## src/common/fhs_pkg.sv

```systemverilog
// Constants, register map and types for the feeder host status block.
// Assumes a 50 MHz system clock and an APB slave with 32-bit data.
package fhs_pkg;
   // ==========================================================
   // Timing
   localparam int unsigned CLK_PERIOD_NS = 20;
   localparam int unsigned FILT_TIME_NS = 100000;
   localparam int unsigned INIT_TIME_NS = 1000000;
   localparam int unsigned SEL_TIME_NS = 2000000;
   localparam int unsigned FILT_CYCLES = (FILT_TIME_NS + CLK_PERIOD_NS - 1) / CLK_PERIOD_NS;
   localparam int unsigned INIT_CYCLES = (INIT_TIME_NS + CLK_PERIOD_NS - 1) / CLK_PERIOD_NS;
   localparam int unsigned SEL_CYCLES = SEL_TIME_NS / CLK_PERIOD_NS;
   localparam int unsigned CNT_W = 17;

   // ==========================================================
   // Register map (byte addresses)
   localparam logic [11:0] CTRL_OFS = 12'h000;
   localparam logic [11:0] STAT_OFS = 12'h004;
   localparam logic [31:0] CTRL_RST = 32'h0000_0000;

   // Control fields
   localparam int unsigned CTRL_AUTO_ON = 0;
   localparam int unsigned CTRL_CYC_INV = 1;
   localparam int unsigned CTRL_MISFEED_RDY = 2;
   localparam int unsigned CTRL_JAM_RDY = 3;
   localparam int unsigned CTRL_AUX_LO = 4;
   localparam int unsigned CTRL_AUX_SW = 6;
   localparam int unsigned CTRL_W = 7;

   // Status fields
   localparam int unsigned ST_INIT_DONE = 0;
   localparam int unsigned ST_BUSY = 1;
   localparam int unsigned ST_READY = 2;
   localparam int unsigned ST_LDR_PRESENT = 3;
   localparam int unsigned ST_LDR_READY = 4;
   localparam int unsigned ST_START_LVL = 5;
   localparam int unsigned ST_W = 6;

   // Aux output sources
   localparam logic [1:0] AUX_READY = 2'h0;
   localparam logic [1:0] AUX_BUSY = 2'h1;
   localparam logic [1:0] AUX_LDR_RDY = 2'h2;
   localparam logic [1:0] AUX_SW = 2'h3;

   typedef enum logic [1:0] {
      FHS_INIT,
      FHS_IDLE,
      FHS_FEED
   } fhs_state_t;
endpackage

```

## src/hdl/fhs_top.sv

```systemverilog
// Feeder host status interface: start edge, status outputs, loader link.
// All logic runs on the one system clock; the filter and select spans
// are counts of that clock, set by the parameters below.
// Assumes start and loader status are already level-shifted to logic.
`timescale 1ns/1ps
module fhs_top import fhs_pkg::*; #(
   parameter int unsigned FILT_N = FILT_CYCLES,
   parameter int unsigned INIT_N = INIT_CYCLES,
   parameter int unsigned SEL_N = SEL_CYCLES
) (
   input wire logic ref_clk_i,
   input wire logic nrst_i,
   // APB slave, one wait-free access cycle
   input wire logic psel_i,
   input wire logic penable_i,
   input wire logic pwrite_i,
   input wire logic [11:0] paddr_i,
   input wire logic [31:0] pwdata_i,
   output logic [31:0] prdata_o,
   output logic pready_o,
   output logic pslverr_o,
   // Host, machine and loader side inputs
   input wire logic feed_start_pulse_in_i,
   input wire logic loader_status_in_i,
   input wire logic low_product_i,
   input wire logic fault_i,
   input wire logic feed_done_i,
   input wire logic misfeed_event_i,
   input wire logic jam_event_i,
   // Status outputs, all straight from flops
   output logic feed_go_o,
   output logic low_product_out_o,
   output logic auto_on_out_o,
   output logic cycle_complete_out_o,
   output logic fault_lamp_out_o,
   output logic ready_out_o,
   output logic loader_enable_out_o,
   output logic loader_status_select_o,
   output logic configurable_aux_out_o
);
   // ==========================================================
   // State
   typedef struct packed {
      // Main sequence and control
      fhs_state_t st;
      logic [CNT_W-1:0] init_cnt;
      logic [CTRL_W-1:0] ctrl;
      // Input conditioning
      logic [1:0] start_sync;
      logic [CNT_W-1:0] start_cnt;
      logic start_filt;
      logic start_prev;
      logic [1:0] ldr_sync;
      logic [CNT_W-1:0] ldr_cnt;
      logic ldr_filt;
      // Loader status sampling and ready flag
      logic [CNT_W-1:0] sel_cnt;
      logic sel;
      logic ldr_present;
      logic ldr_ready;
      logic rdy_flag;
      // Bus answer
      logic [31:0] prdata;
      logic pready;
      logic pslverr;
      // Output flops
      logic feed_go;
      logic low_product_out;
      logic auto_out;
      logic cyc_cmp;
      logic lamp;
      logic ready;
      logic ldr_en;
      logic aux;
   } fhs_regs_t;

   fhs_regs_t s_q;
   fhs_regs_t s_d;

   // A span of n cycles is over once the counter reaches n - 1
   function automatic logic cnt_end(input logic [CNT_W-1:0] cnt, input int unsigned n);
      return cnt >= CNT_W'(n - 1);
   endfunction

   // Plain counter step, same width as the counter
   function automatic logic [CNT_W-1:0] cnt_inc(input logic [CNT_W-1:0] cnt);
      return cnt + CNT_W'(1);
   endfunction

   // Feeding decode, shared by busy status, cycle complete and aux
   function automatic logic is_feed(input fhs_state_t st);
      return st == FHS_FEED;
   endfunction

   // Initialisation decode; everything shows red until it is over
   function automatic logic is_init(input fhs_state_t st);
      return st == FHS_INIT;
   endfunction

   // Debounce: follow raw only after it stayed different for n cycles
   function automatic logic [CNT_W:0] filt_step(input logic raw, input logic cur,
                                                input logic [CNT_W-1:0] cnt,
                                                input int unsigned n);
      logic [CNT_W:0] r;
      r = {cur, cnt};
      if (raw == cur) begin
         r = {cur, {CNT_W{1'b0}}};
      end else if (cnt_end(cnt, n)) begin
         r = {raw, {CNT_W{1'b0}}};
      end else begin
         r = {cur, cnt_inc(cnt)};
      end
      return r;
   endfunction

   // Decodes shared inside the next-state process
   logic setup_w;
   logic wr_w;
   logic green_w;
   logic start_edge_w;
   logic [ST_W-1:0] stat_w;

   // ==========================================================
   // Next state
   always_comb begin
      s_d = s_q;
      setup_w = psel_i & ~penable_i;
      wr_w = psel_i & penable_i & pwrite_i & s_q.pready;
      s_d.feed_go = 1'b0;

      // Two-flop synchronisers, then filters on the second stage
      // A level held for less than the filter span is never seen
      s_d.start_sync = {s_q.start_sync[0], feed_start_pulse_in_i};
      s_d.ldr_sync = {s_q.ldr_sync[0], loader_status_in_i};
      {s_d.start_filt, s_d.start_cnt} = filt_step(s_q.start_sync[1], s_q.start_filt,
                                                  s_q.start_cnt, FILT_N);
      {s_d.ldr_filt, s_d.ldr_cnt} = filt_step(s_q.ldr_sync[1], s_q.ldr_filt,
                                              s_q.ldr_cnt, FILT_N);
      s_d.start_prev = s_q.start_filt;
      start_edge_w = s_q.start_filt & ~s_q.start_prev;

      // Select phases: low reads presence, high reads readiness
      // Status is taken only at the end of a phase, so the filter span
      // must be shorter than a phase or the old phase is read again
      if (cnt_end(s_q.sel_cnt, SEL_N)) begin
         s_d.sel_cnt = '0;
         s_d.sel = ~s_q.sel;
         if (s_q.sel) begin
            s_d.ldr_ready = s_q.ldr_filt;
         end else begin
            s_d.ldr_present = s_q.ldr_filt;
         end
      end else begin
         s_d.sel_cnt = cnt_inc(s_q.sel_cnt);
      end

      // Main sequence
      case (s_q.st)
         FHS_INIT: begin
            // Red hold while the machine side settles after reset
            if (cnt_end(s_q.init_cnt, INIT_N)) begin
               s_d.st = FHS_IDLE;
            end else begin
               s_d.init_cnt = cnt_inc(s_q.init_cnt);
            end
         end
         FHS_IDLE: begin
            // Starts while off or faulted are dropped, not queued
            if (start_edge_w && s_q.ctrl[CTRL_AUTO_ON] && !fault_i) begin
               s_d.st = FHS_FEED;
               s_d.feed_go = 1'b1;
               s_d.rdy_flag = 1'b1;
            end
         end
         FHS_FEED: begin
            // A fault ends the cycle at once; the host waits for the clear
            if (feed_done_i || fault_i) begin
               s_d.st = FHS_IDLE;
            end
         end
         default: begin
            s_d.st = FHS_INIT;
         end
      endcase

      // An event in the start cycle still wins over the re-arm,
      // so a misfeed seen at the start edge leaves ready low
      if ((misfeed_event_i && s_q.ctrl[CTRL_MISFEED_RDY]) ||
          (jam_event_i && s_q.ctrl[CTRL_JAM_RDY])) begin
         s_d.rdy_flag = 1'b0;
      end

      // Status outputs, red while initialising. Green takes the ready flag
      // as it leaves this cycle, so a ready flag change moves ready, lamp and
      // loader enable on the same edge; a fault alone moves lamp, loader enable and cycle complete.
      green_w = !is_init(s_q.st) && !fault_i && s_d.rdy_flag;
      if (is_init(s_q.st)) begin
         // Cycle complete is forced high here whatever the polarity option
         s_d.low_product_out = 1'b0;
         s_d.auto_out = 1'b0;
         s_d.cyc_cmp = 1'b1;
         s_d.lamp = 1'b1;
         s_d.ready = 1'b0;
         s_d.ldr_en = 1'b0;
         s_d.aux = 1'b0;
      end else begin
         s_d.low_product_out = low_product_i;
         s_d.auto_out = s_q.ctrl[CTRL_AUTO_ON];
         // Busy comes from the next state, so the host sees cycle
         // complete show busy in the same cycle as the start pulse
         s_d.cyc_cmp = (is_feed(s_d.st) | fault_i | ~green_w
                        | ~s_q.ctrl[CTRL_AUTO_ON])
                       ^ s_q.ctrl[CTRL_CYC_INV];
         // Red covers both a fault and a cleared ready flag
         s_d.lamp = ~green_w;
         s_d.ready = s_d.rdy_flag;
         s_d.ldr_en = green_w;
         // General output; the software source lets the host drive it freely
         case (s_q.ctrl[CTRL_AUX_LO +: 2])
            AUX_READY: s_d.aux = s_d.rdy_flag;
            AUX_BUSY: s_d.aux = is_feed(s_d.st);
            AUX_LDR_RDY: s_d.aux = s_q.ldr_present & s_q.ldr_ready;
            AUX_SW: s_d.aux = s_q.ctrl[CTRL_AUX_SW];
            default: s_d.aux = 1'b0;
         endcase
      end

      // APB: answer prepared in setup, one access cycle
      // Unmapped offsets answer with an error and read as zero
      stat_w = '0;
      stat_w[ST_INIT_DONE] = !is_init(s_q.st);
      stat_w[ST_BUSY] = is_feed(s_q.st);
      stat_w[ST_READY] = s_q.rdy_flag;
      stat_w[ST_LDR_PRESENT] = s_q.ldr_present;
      stat_w[ST_LDR_READY] = s_q.ldr_ready;
      stat_w[ST_START_LVL] = s_q.start_filt;
      s_d.pready = setup_w;
      s_d.pslverr = 1'b0;
      s_d.prdata = '0;
      if (setup_w) begin
         if (paddr_i == CTRL_OFS) begin
            s_d.prdata = {{(32 - CTRL_W){1'b0}}, s_q.ctrl};
         end else if (paddr_i == STAT_OFS) begin
            s_d.prdata = {{(32 - ST_W){1'b0}}, stat_w};
            s_d.pslverr = pwrite_i; // Status is read-only
         end else begin
            s_d.pslverr = 1'b1;
         end
      end
      // Writes land at the access edge, when pready already stands high
      if (wr_w && paddr_i == CTRL_OFS) begin
         s_d.ctrl = pwdata_i[CTRL_W-1:0];
      end
   end

   // ==========================================================
   // Registers
   // Reset leaves the block red with the ready flag armed, so no start
   // is needed to turn the lamp green once initialisation is over
   always_ff @(posedge ref_clk_i or negedge nrst_i) begin
      if (!nrst_i) begin
         s_q <= '0;
         s_q.st <= FHS_INIT;
         s_q.ctrl <= CTRL_RST[CTRL_W-1:0];
         s_q.rdy_flag <= 1'b1;
         s_q.cyc_cmp <= 1'b1;
         s_q.lamp <= 1'b1;
      end else begin
         s_q <= s_d;
      end
   end

   // ==========================================================
   // Outputs straight from flops
   // Each pin is one field of the state, so no logic sits behind a pin
   assign prdata_o = s_q.prdata;
   assign pready_o = s_q.pready;
   assign pslverr_o = s_q.pslverr;
   assign feed_go_o = s_q.feed_go;
   assign low_product_out_o = s_q.low_product_out;
   assign auto_on_out_o = s_q.auto_out;
   assign cycle_complete_out_o = s_q.cyc_cmp;
   assign fault_lamp_out_o = s_q.lamp;
   assign ready_out_o = s_q.ready;
   assign loader_enable_out_o = s_q.ldr_en;
   assign loader_status_select_o = s_q.sel;
   assign configurable_aux_out_o = s_q.aux;
endmodule

```

## config.mk

```make
export PLATFORM = sky130hd
export DESIGN_NAME = fhs_top
export DESIGN_NICKNAME = d
export VERILOG_FILES = /design/src/common/fhs_pkg.sv /design/src/hdl/fhs_top.sv
export SDC_FILE = /design/constraint.sdc
export NUM_CORES = 1
export LEC_CHECK = 0
export BUFFER_PORTS_ARGS = -buffer_cell sky130_fd_sc_hd__buf_4
export CORE_MARGIN = 1
export CORE_UTILIZATION = 50
export CTS_CLUSTER_DIAMETER = 120
export DETAILED_ROUTE_END_ITERATION = 10
export HOLD_SLACK_MARGIN = 0.05
export PLACE_DENSITY_LB_ADDON = 0.12
export SYNTH_ARGS = -nofsm -noshare
export SYNTH_HDL_FRONTEND = slang
export SYNTH_SLANG_ARGS = --single-unit
```

## constraint.sdc

```tcl
create_clock -name ref_clk_i -period 3.4 [get_ports ref_clk_i]
set_input_delay 0.85 -clock ref_clk_i [delete_from_list [all_inputs] [get_ports ref_clk_i]]
set_output_delay 0.85 -clock ref_clk_i [all_outputs]
set_load 0.01 [all_outputs]
```

**Yosys cells after proc, flatten, opt, wreduce, memory -nomap -nowiden**

Cells that the tools add are included.
W data, S select, Z words.

- $add $sub $neg: 4
- $lt $le $gt $ge: 4
- Equal/unequal tests: 9
- Muxes and demuxes: 22
- Bitwise operators: 18
- Reductions and logical operators: 19

Operator list:

| kind | number |
|---|---|
| $mux W17 | 5 |
| $add A17 B1 Y17 const B | 4 |
| $ge A17 B13 Y1 const B | 2 |
| $mux W7 | 3 |
| $ge A17 B16 Y1 const B | 1 |
| $ge A17 B17 Y1 const B | 1 |
| $eq A12 B3 Y1 const B | 1 |
| $logic_not A12 Y1 | 1 |
| $reduce_and A2 Y1 | 5 |
| $eq A2 B2 Y1 const B | 4 |
| $mux W1 | 8 |
| $not A1 Y1 | 8 |
| $logic_and A1 B1 Y1 | 7 |
| $and A1 B1 Y1 | 6 |
| $mux W2 | 3 |
| $mux W6 | 1 |
| $pmux W2 S3 | 1 |
| $eq A2 B1 Y1 const B | 2 |
| $logic_not A2 Y1 | 2 |
| $pmux W1 S4 | 1 |
| $or A1 B1 Y1 | 3 |
| $eq A1 B1 Y1 | 2 |
| $logic_not A1 Y1 | 2 |
| $logic_or A1 B1 Y1 | 2 |
| $xor A1 B1 Y1 | 1 |

- Register bits: 130
- Logic and storage cells: 102

**Depth between registers and ports, before layout**

Gate-level depths: netlist of run 1.

- Word-level depth: 13
- Mapped depth: 7

**Least setup slack after synthesis of run 1**

OpenSTA, ideal clock, no wires.

- Path type: input port to flip-flop
- Start point: input port paddr_i[10]
- End point: register s_q[104] (netlist bit)
- Library setup time: 0.125 ns
- Data arrival time: 2.107 ns
- Required time: 3.275 ns
- Setup slack: 1.168 ns
- Cell stages on the path: 6
- Cell sequence: nor4_1 nand2_1 nor4_1 and3_1 buf_2 mux2_2

- Word-level cells in the longest chain between the ends: 2

Ends and longest elaborated chain:

| what | line | RTL |
|---|---|---|
| start: declaration | fhs_top.sv:17 | `input wire logic [11:0] paddr_i,` |
| $logic_not A12 Y1 | fhs_top.sv:251 | `if (wr_w && paddr_i == CTRL_OFS) begin` |
| $logic_and A1 B1 Y1 | fhs_top.sv:251 |  |
| end: declaration | fhs_top.sv:77 | `fhs_regs_t s_q;` |

No other way between the ends.
A chain may end at the register's enable or synchronous reset.

**Worst setup path after layout of run 1**

Same ends and word-level chain as after synthesis.

==> results.json, run 1 <==
{
  "postLayoutSetupSlackWorst_ns": 1.128,
  "cp_max_fo": 7,
  "dp_slack_ns": 0.7489,
  "drc": 0,
  "grt-ovfl-total": 0,
  "synth_most_common_cell": "dfrtp_1",
  "drtIter0Drc": 68,
  "power.share.clock": 0.364,
  "synthCells": 432,
  "path_clk_slew_ns": 0.10,
  "leakage_nw": 2.475,
  "syn_area_per_cell_um2": 10.89,
  "maxSlewHeadroom": 0.5654,
  "syn_area_mm2": 0.004706,
  "synth_compound_area_frac": 0.04573,
  "period_minus_slack_ns": 2.272,
  "place.gp.congestion": 0.7680,
  "synth_edf_count": 0,
  "tightest_slew_ns": 0.6494,
  "synth_area_leader_cell": "dfrtp_1",
  "ys_types": 49,
  "rsz0062_at_grt": "false",
  "die_area_mm2": 0.009804,
  "hold_ws_ns": 0.3561,
  "fp.coreArea_mm2": 0.009196,
  "grt_first_pass_wirelength_um": 13300,
  "fin_crit_sh": 0.6684,
  "drive_gt1_frac": 0.1759,
  "required_ns": 3.65,
  "synth_xor_area_frac": 0.09864,
  "synth_top_family_by_area": "simple AND/OR/NAND/NOR gates",
  "synth_mux_area_frac": 0.03457,
  "ios": 99,
  "synth.yosys.seq_area_share": 0.5592,
  "yosys-top-cells-count": "dfrtp_1 (102), nor2_1 (63), xor2_1 (37)",
  "post_cts_buffers": 0,
  "viasPerCell": 5.027,
  "grt_max_degree": 68,
  "cts_hold_buf": 0,
  "synth_area_leaders": "dfrtp_1 (54%), xor2_1 (6.9%), buf_4 (5.1%)",
  "worstPathArrival_ns": 2.52,
  "finalSetupViolations": 0,
  "dominantRegCellSynth": "dfrtp_1",
  "drv_slew": 0,
  "antenna_found_initial": 0,
  "route.vias.total": 3016,
  "htree_levels": 3,
  "switching_share": 0.2282,
  "clockBufferDepth": 2,
  "hold_class": "flip-flop to flip-flop",
  "die-width_um": 99.02,
  "cts_root_buffer": "clkbuf_8",
  "p_int_mw": 1.639,
  "drt_pass1_iterations": 4,
  "peakVddDrop_v": 0.0003230,
  "grtUsageTotal": 0.1739,
  "ys_seq_elements": 105,
  "fp.dieH_um": 99.02,
  "hpwl_um": 5182,
  "num_antenna_cells": 0,
  "max_freq_ghz": 0.4401,
  "synth-warning-count": 0,
  "cap_violations": 0,
  "grt_pass1_vias": 2950,
  "status": "completed",
  "clk_latency_ns": 0.37,
  "numCtsBuffers": 9,
  "post-route-util": 0.5731,
  "nets": 544,
  "synth_top_area_frac": 0.5424,
  "tns_ns": 0,
  "wl_um": 7506,
  "wl_per_cell_um": 12.51,
  "synthAdderAreaFrac": 0.01064,
  "cp-start-kind": "primary input",
  "skew_ns": 0.01453,
  "synthArstFlopShare": 1.000,
  "cts_tree": "yes",
  "yosys.area_share.simple": 0.1832,
  "io_buffer_count": 48,
  "start_util": 0.5117,
  "syn_to_final_growth_pct": 11.99,
  "comb_power_share": 0.040,
  "path_class": "primary input to flip-flop",
  "netSwitchingPower_mw": 0.4847,
  "rows": 35,
  "power_frac_seq": 0.596,
  "cp-end-kind": "flip-flop",
  "finalHoldViolCount": 0,
  "antenna_left": 0,
  "power_density_mw_per_mm2": 403.0,
  "cts_num_sinks": 105,
  "ctsResizeCount": 0
}
-- final timing paths --
kind / end / depth (start not counted) / from / slack (ns)
min in group asynchronous: s_q[128]$_DFF_PN0_ / 1 / nrst_i / 0.44
worst max-delay path: s_q[104]$_DFFE_PN0P_ / 6 / paddr_i[10] / 1.13
worst max register to register: s_q[124]$_DFFE_PN0P_ / 6 / s_q[121]$_DFFE_PN0P_ / 1.27
max in group asynchronous: s_q[42]$_DFF_PN1_ / 2 / nrst_i / 2.23
worst min register to register: s_q[103]$_DFF_PN0_ / 0 / s_d[103]$_DFF_PN0_ / 0.36
worst min-delay path: s_q[103]$_DFF_PN0_ / 0 / s_d[103]$_DFF_PN0_ / 0.36
-- power by group through the flow --
stage	clock, mW	combinational, mW	sequential [mW]
2_1_floorplan	0	0.0479	1.29
4_1_cts	0.804	0.0877	1.27
6_report	0.773	0.0852	1.27
3_3_place_gp	0	0.0865	1.29
5_1_grt	0.845	0.0985	1.27
3_5_place_dp	0	0.0876	1.29
-- layer usage --
layer / vias to the layer above / part of all wire / global-route usage
met5: - / 0 / 0
met4: 0 / 0.011 / 0.05396
met3: 6 / 0.037 / 0.05816
met2: 39 / 0.49 / 0.2921
met1: 1462 / 0.46 / 0.2125
li1: 1509 / - / -
-- metrics by stage --
| step | std cells | power (mW) | area, µm² |
|---|---|---|---|
| 2_1_floorplan | 464 | 1.339 | 4826 |
| 3_3_place_gp | 584 | 1.377 | 5070 |
| 3_5_place_dp | 584 | 1.378 | 5070 |
| 4_1_cts | 600 | 2.158 | 5270 |
| 5_1_grt | 600 | 2.212 | 5270 |
| 6_report | 600 | 2.124 | 5270 |
-- flip-flops by register name (all words and copies together), names as in the netlist --
register,cells
auto_on_out_o,1
cycle_complete_out_o,1
low_product_out_o,1
prdata_o,7
s_d,3
feed_go_o,1
pready_o,1
pslverr_o,1
ready_out_o,1
loader_enable_out_o,1
s_q,84
configurable_aux_out_o,1
loader_status_select_o,1
fault_lamp_out_o,1
-- critical path, cell delays in order --
cell	delay, ns
buf_4	0.11
nor4_1	0.27
nand2_1	0.09
nor4_1	0.34
and3_1	0.48
mux2_2	0.38
-- cells by family after synthesis --
logic type / count (synthesis)
AOI/OAI and AO/OA: 29
muxes: 15
DFF: 105
and+or+nand+nor: 175
xor gates and xnor gates: 53
buffers and inverters: 50
adders and majority gates: 4
other: 1
-- placed cells by master (no fill, tap or decap), drive strengths merged, types with 4 or more instances in the layout --
cell type  count
dfrtp        102
nor2          64
buf           50
xor2          37
conb          33
nand2         28
nand3         25
xnor2         16
nor4          12
inv           11
mux2          10
clkbuf         9
nor3           8
and3           7
nand4          7
a31oi          5
mux2i          5
nand2b         4
and4           4
nor2b          4
ha             4
-- layout make-up --
class | instances | area [µm²]
Clock buffer | 9 | 123.9
Multi-Input combinational cell | 309 | 1878
Inverter | 9 | 33.78
Sequential cell | 105 | 2631
Fill cell | 842 | 3926
Tap cell | 111 | 138.9
Timing Repair Buffer | 50 | 387.9
Clock inverter | 7 | 76.32
No activity file was read; power rests on OpenSTA's default activity.
==> run 2: changes to the inputs <==
--- a/config.mk
+++ b/config.mk
@@ -7,7 +7,7 @@
 export LEC_CHECK = 0
 export BUFFER_PORTS_ARGS = -buffer_cell sky130_fd_sc_hd__buf_4
 export CORE_MARGIN = 1
-export CORE_UTILIZATION = 50
+export CORE_UTILIZATION = 49
 export CTS_CLUSTER_DIAMETER = 120
 export DETAILED_ROUTE_END_ITERATION = 10
 export HOLD_SLACK_MARGIN = 0.05
==> constraint.sdc (replaced) <==
create_clock -name ref_clk_i -period 2 [get_ports ref_clk_i]
set_input_delay 0.5 -clock ref_clk_i [delete_from_list [all_inputs] [get_ports ref_clk_i]]
set_output_delay 0.5 -clock ref_clk_i [all_outputs]
set_load 0.01 [all_outputs]
==> run 2 against run 1 <==
- the run now ends with setup timing left
- flip-flop and latch count is the same
- final area grew 6.6%
- sequential share of layout area shrank 3.1 points
- count of clock-buffer cells in the layout grew 5
- die area grew 2.0%
- critical endpoint is now s_q[112]$_DFFE_PN0P_
- highest routed layer unchanged
==> results.json, run 2 (synthesized netlist as in run 1, its figures left out) <==
{
  "status": "finished with violations",
  "failed_checks": "setup timing",
  "period_minus_slack_ns": 2.007,
  "maxSlewHeadroom": 0.6727,
  "grt_max_degree": 54,
  "drt_pass1_iterations": 5,
  "clk_latency_ns": 0.35,
  "die_area_mm2": 0.009999,
  "drv_slew": 0,
  "io_buffer_count": 48,
  "postLayoutSetupSlackWorst_ns": -0.006974,
  "final_cell_mix": "dfrtp_1 (102), buf_4 (75), nor2_1 (63)",
  "hpwl_um": 5482,
  "power_mw": 3.563,
  "cp-start-kind": "flip-flop",
  "finalSetupViolations": 1,
  "antenna_left": 0,
  "final_common_cell": "dfrtp_1",
  "grt_pass1_vias": 3238,
  "htree_levels": 3,
  "grtUsageTotal": 0.1813,
  "num_antenna_cells": 0,
  "max_freq_ghz": 0.4983,
  "cts_root_buffer": "clkbuf_8",
  "worstPathArrival_ns": 2.24,
  "die-width_um": 100.0,
  "path_class": "flip-flop to flip-flop",
  "n_fill_cell": 804,
  "required_ns": 2.23,
  "largest_reg_flops": 84,
  "power_density_mw_per_mm2": 634.3,
  "clockBufferDepth": 2,
  "fp.dieH_um": 100.0,
  "tightest_slew_ns": 0.4858,
  "rows": 35,
  "largest_register": "s_q",
  "leakage_nw": 2.642,
  "drc": 0,
  "antenna_found_initial": 0,
  "wl_um": 7863,
  "route.vias.total": 3137,
  "dp_slack_ns": -0.1876,
  "fp.coreArea_mm2": 0.009284,
  "cp-end-kind": "flip-flop",
  "syn_to_final_growth_pct": 19.38,
  "path_clk_slew_ns": 0.09,
  "place.gp.congestion": 0.7445,
  "multi_input_area_mm2": 0.001978,
  "start_util": 0.5069,
  "drtIter0Drc": 99,
  "peakVddDrop_v": 0.0004455,
  "cts_num_sinks": 105,
  "finalHoldViolCount": 0,
  "wl_per_cell_um": 12.15,
  "rsz0062_at_grt": "true",
  "hold_class": "primary input to asynchronous set/reset pin",
  "numCtsBuffers": 9,
  "seq_area_mm2": 0.002631,
  "grt_first_pass_wirelength_um": 14450,
  "grt-ovfl-total": 0,
  "nets": 573,
  "viasPerCell": 4.849,
  "ios": 99,
  "skew_ns": 0.007558,
  "fin_crit_sh": 1.003,
  "cts_tree": "yes",
  "cap_violations": 0,
  "drive_gt1_frac": 0.2355,
  "cp_max_fo": 5
}
-- run 2: cell count changes in the layout (fill, tap and decap cells not counted), moves of 2 or more --
| cell | previous run | this run |
|---|---|---|
| buf_12 | 1 | 3 |
| clkbuf_1 | 0 | 4 |
| buf_4 | 49 | 75 |
| inv_6 | 2 | 0 |
| nor3_2 | 0 | 4 |
| nor3_1 | 8 | 4 |
-- run 2: path summary, 6_finish.rpt --
check | startpoint | end | slack, ns | cells after the start
hold reg to reg | s_d[82]$_DFF_PN0_ | s_q[82]$_DFF_PN0_ | 0.36 | 0
min in group ref_clk_i | feed_start_pulse_in_i | s_d[103]$_DFF_PN0_ | 0.26 | 1
setup / recovery | s_q[118]$_DFFE_PN0P_ | s_q[112]$_DFFE_PN0P_ | -0.007 | 5
max in group asynchronous | nrst_i | cycle_complete_out_o$_DFF_PN1_ | 1.58 | 2
setup reg to reg | s_q[118]$_DFFE_PN0P_ | s_q[112]$_DFFE_PN0P_ | -0.007 | 5
hold / removal | nrst_i | prdata_o[6]$_DFF_PN0_ | 0.14 | 2
-- run 2: power breakdown --
| group | internal [mW] | total, mW | switching, mW |
|---|---|---|---|
| Combinational | 0.0654 | 0.155 | 0.0897 |
| Sequential | 2.14 | 2.15 | 0.00897 |
| Clock | 0.617 | 1.26 | 0.640 |
| Total | 2.82 | 3.56 | 0.739 |
-- run 2: what timing repair did --
| action | in CTS | in global routing |
|---|---|---|
| cloned | 1 | 0 |
| pin swaps | 2 | 0 |
| gates resized for setup | 8 | 5 |
| setup endpoints to repair | 11 | 13 |
| setup buffers | 2 | 1 |
| hold buffers | 0 | 0 |
-- run 2: area by class of cell --
class	instances	share of cell area
Clock buffer	14	0.02717
Tap cell	129	0.02873
Clock inverter	2	0.006682
Sequential cell	105	0.4684
Timing Repair Buffer	78	0.1109
Inverter	9	0.006013
Multi-Input combinational cell	310	0.3521
-- run 2: per-stage QoR --
step	hold WS, ns	cell area, µm²	std cells	util	TNS, ns
final	0.1396	5618	647	0.6051	-0.006974
after global placement	0.3392	5316	627	0.5726	-1.395
after floorplan	0.2044	4837	464	-	0
after detailed placement	0.3393	5316	627	0.5726	-1.627
after global routing	0.1419	5618	647	0.6051	-0.4961
after CTS	0.1401	5579	646	0.6009	-0.02874
-- run 2: layer usage --
layer / wire length [µm] / global-route usage / share of wire
met1: 3637 / 0.2365 / 0.46
met2: 3840 / 0.3050 / 0.49
met3: 286 / 0.03969 / 0.036
met4: 98 / 0.05463 / 0.012
met5: 0 / 0 / 0
-- run 2: critical path, cell delays in order, from the launching register on --
cell and delay, ns:
dfrtp_1 0.39, or4b_4 0.54, or3_4 0.37, o211ai_4 0.11
nand2b_4 0.18, mux2_4 0.29
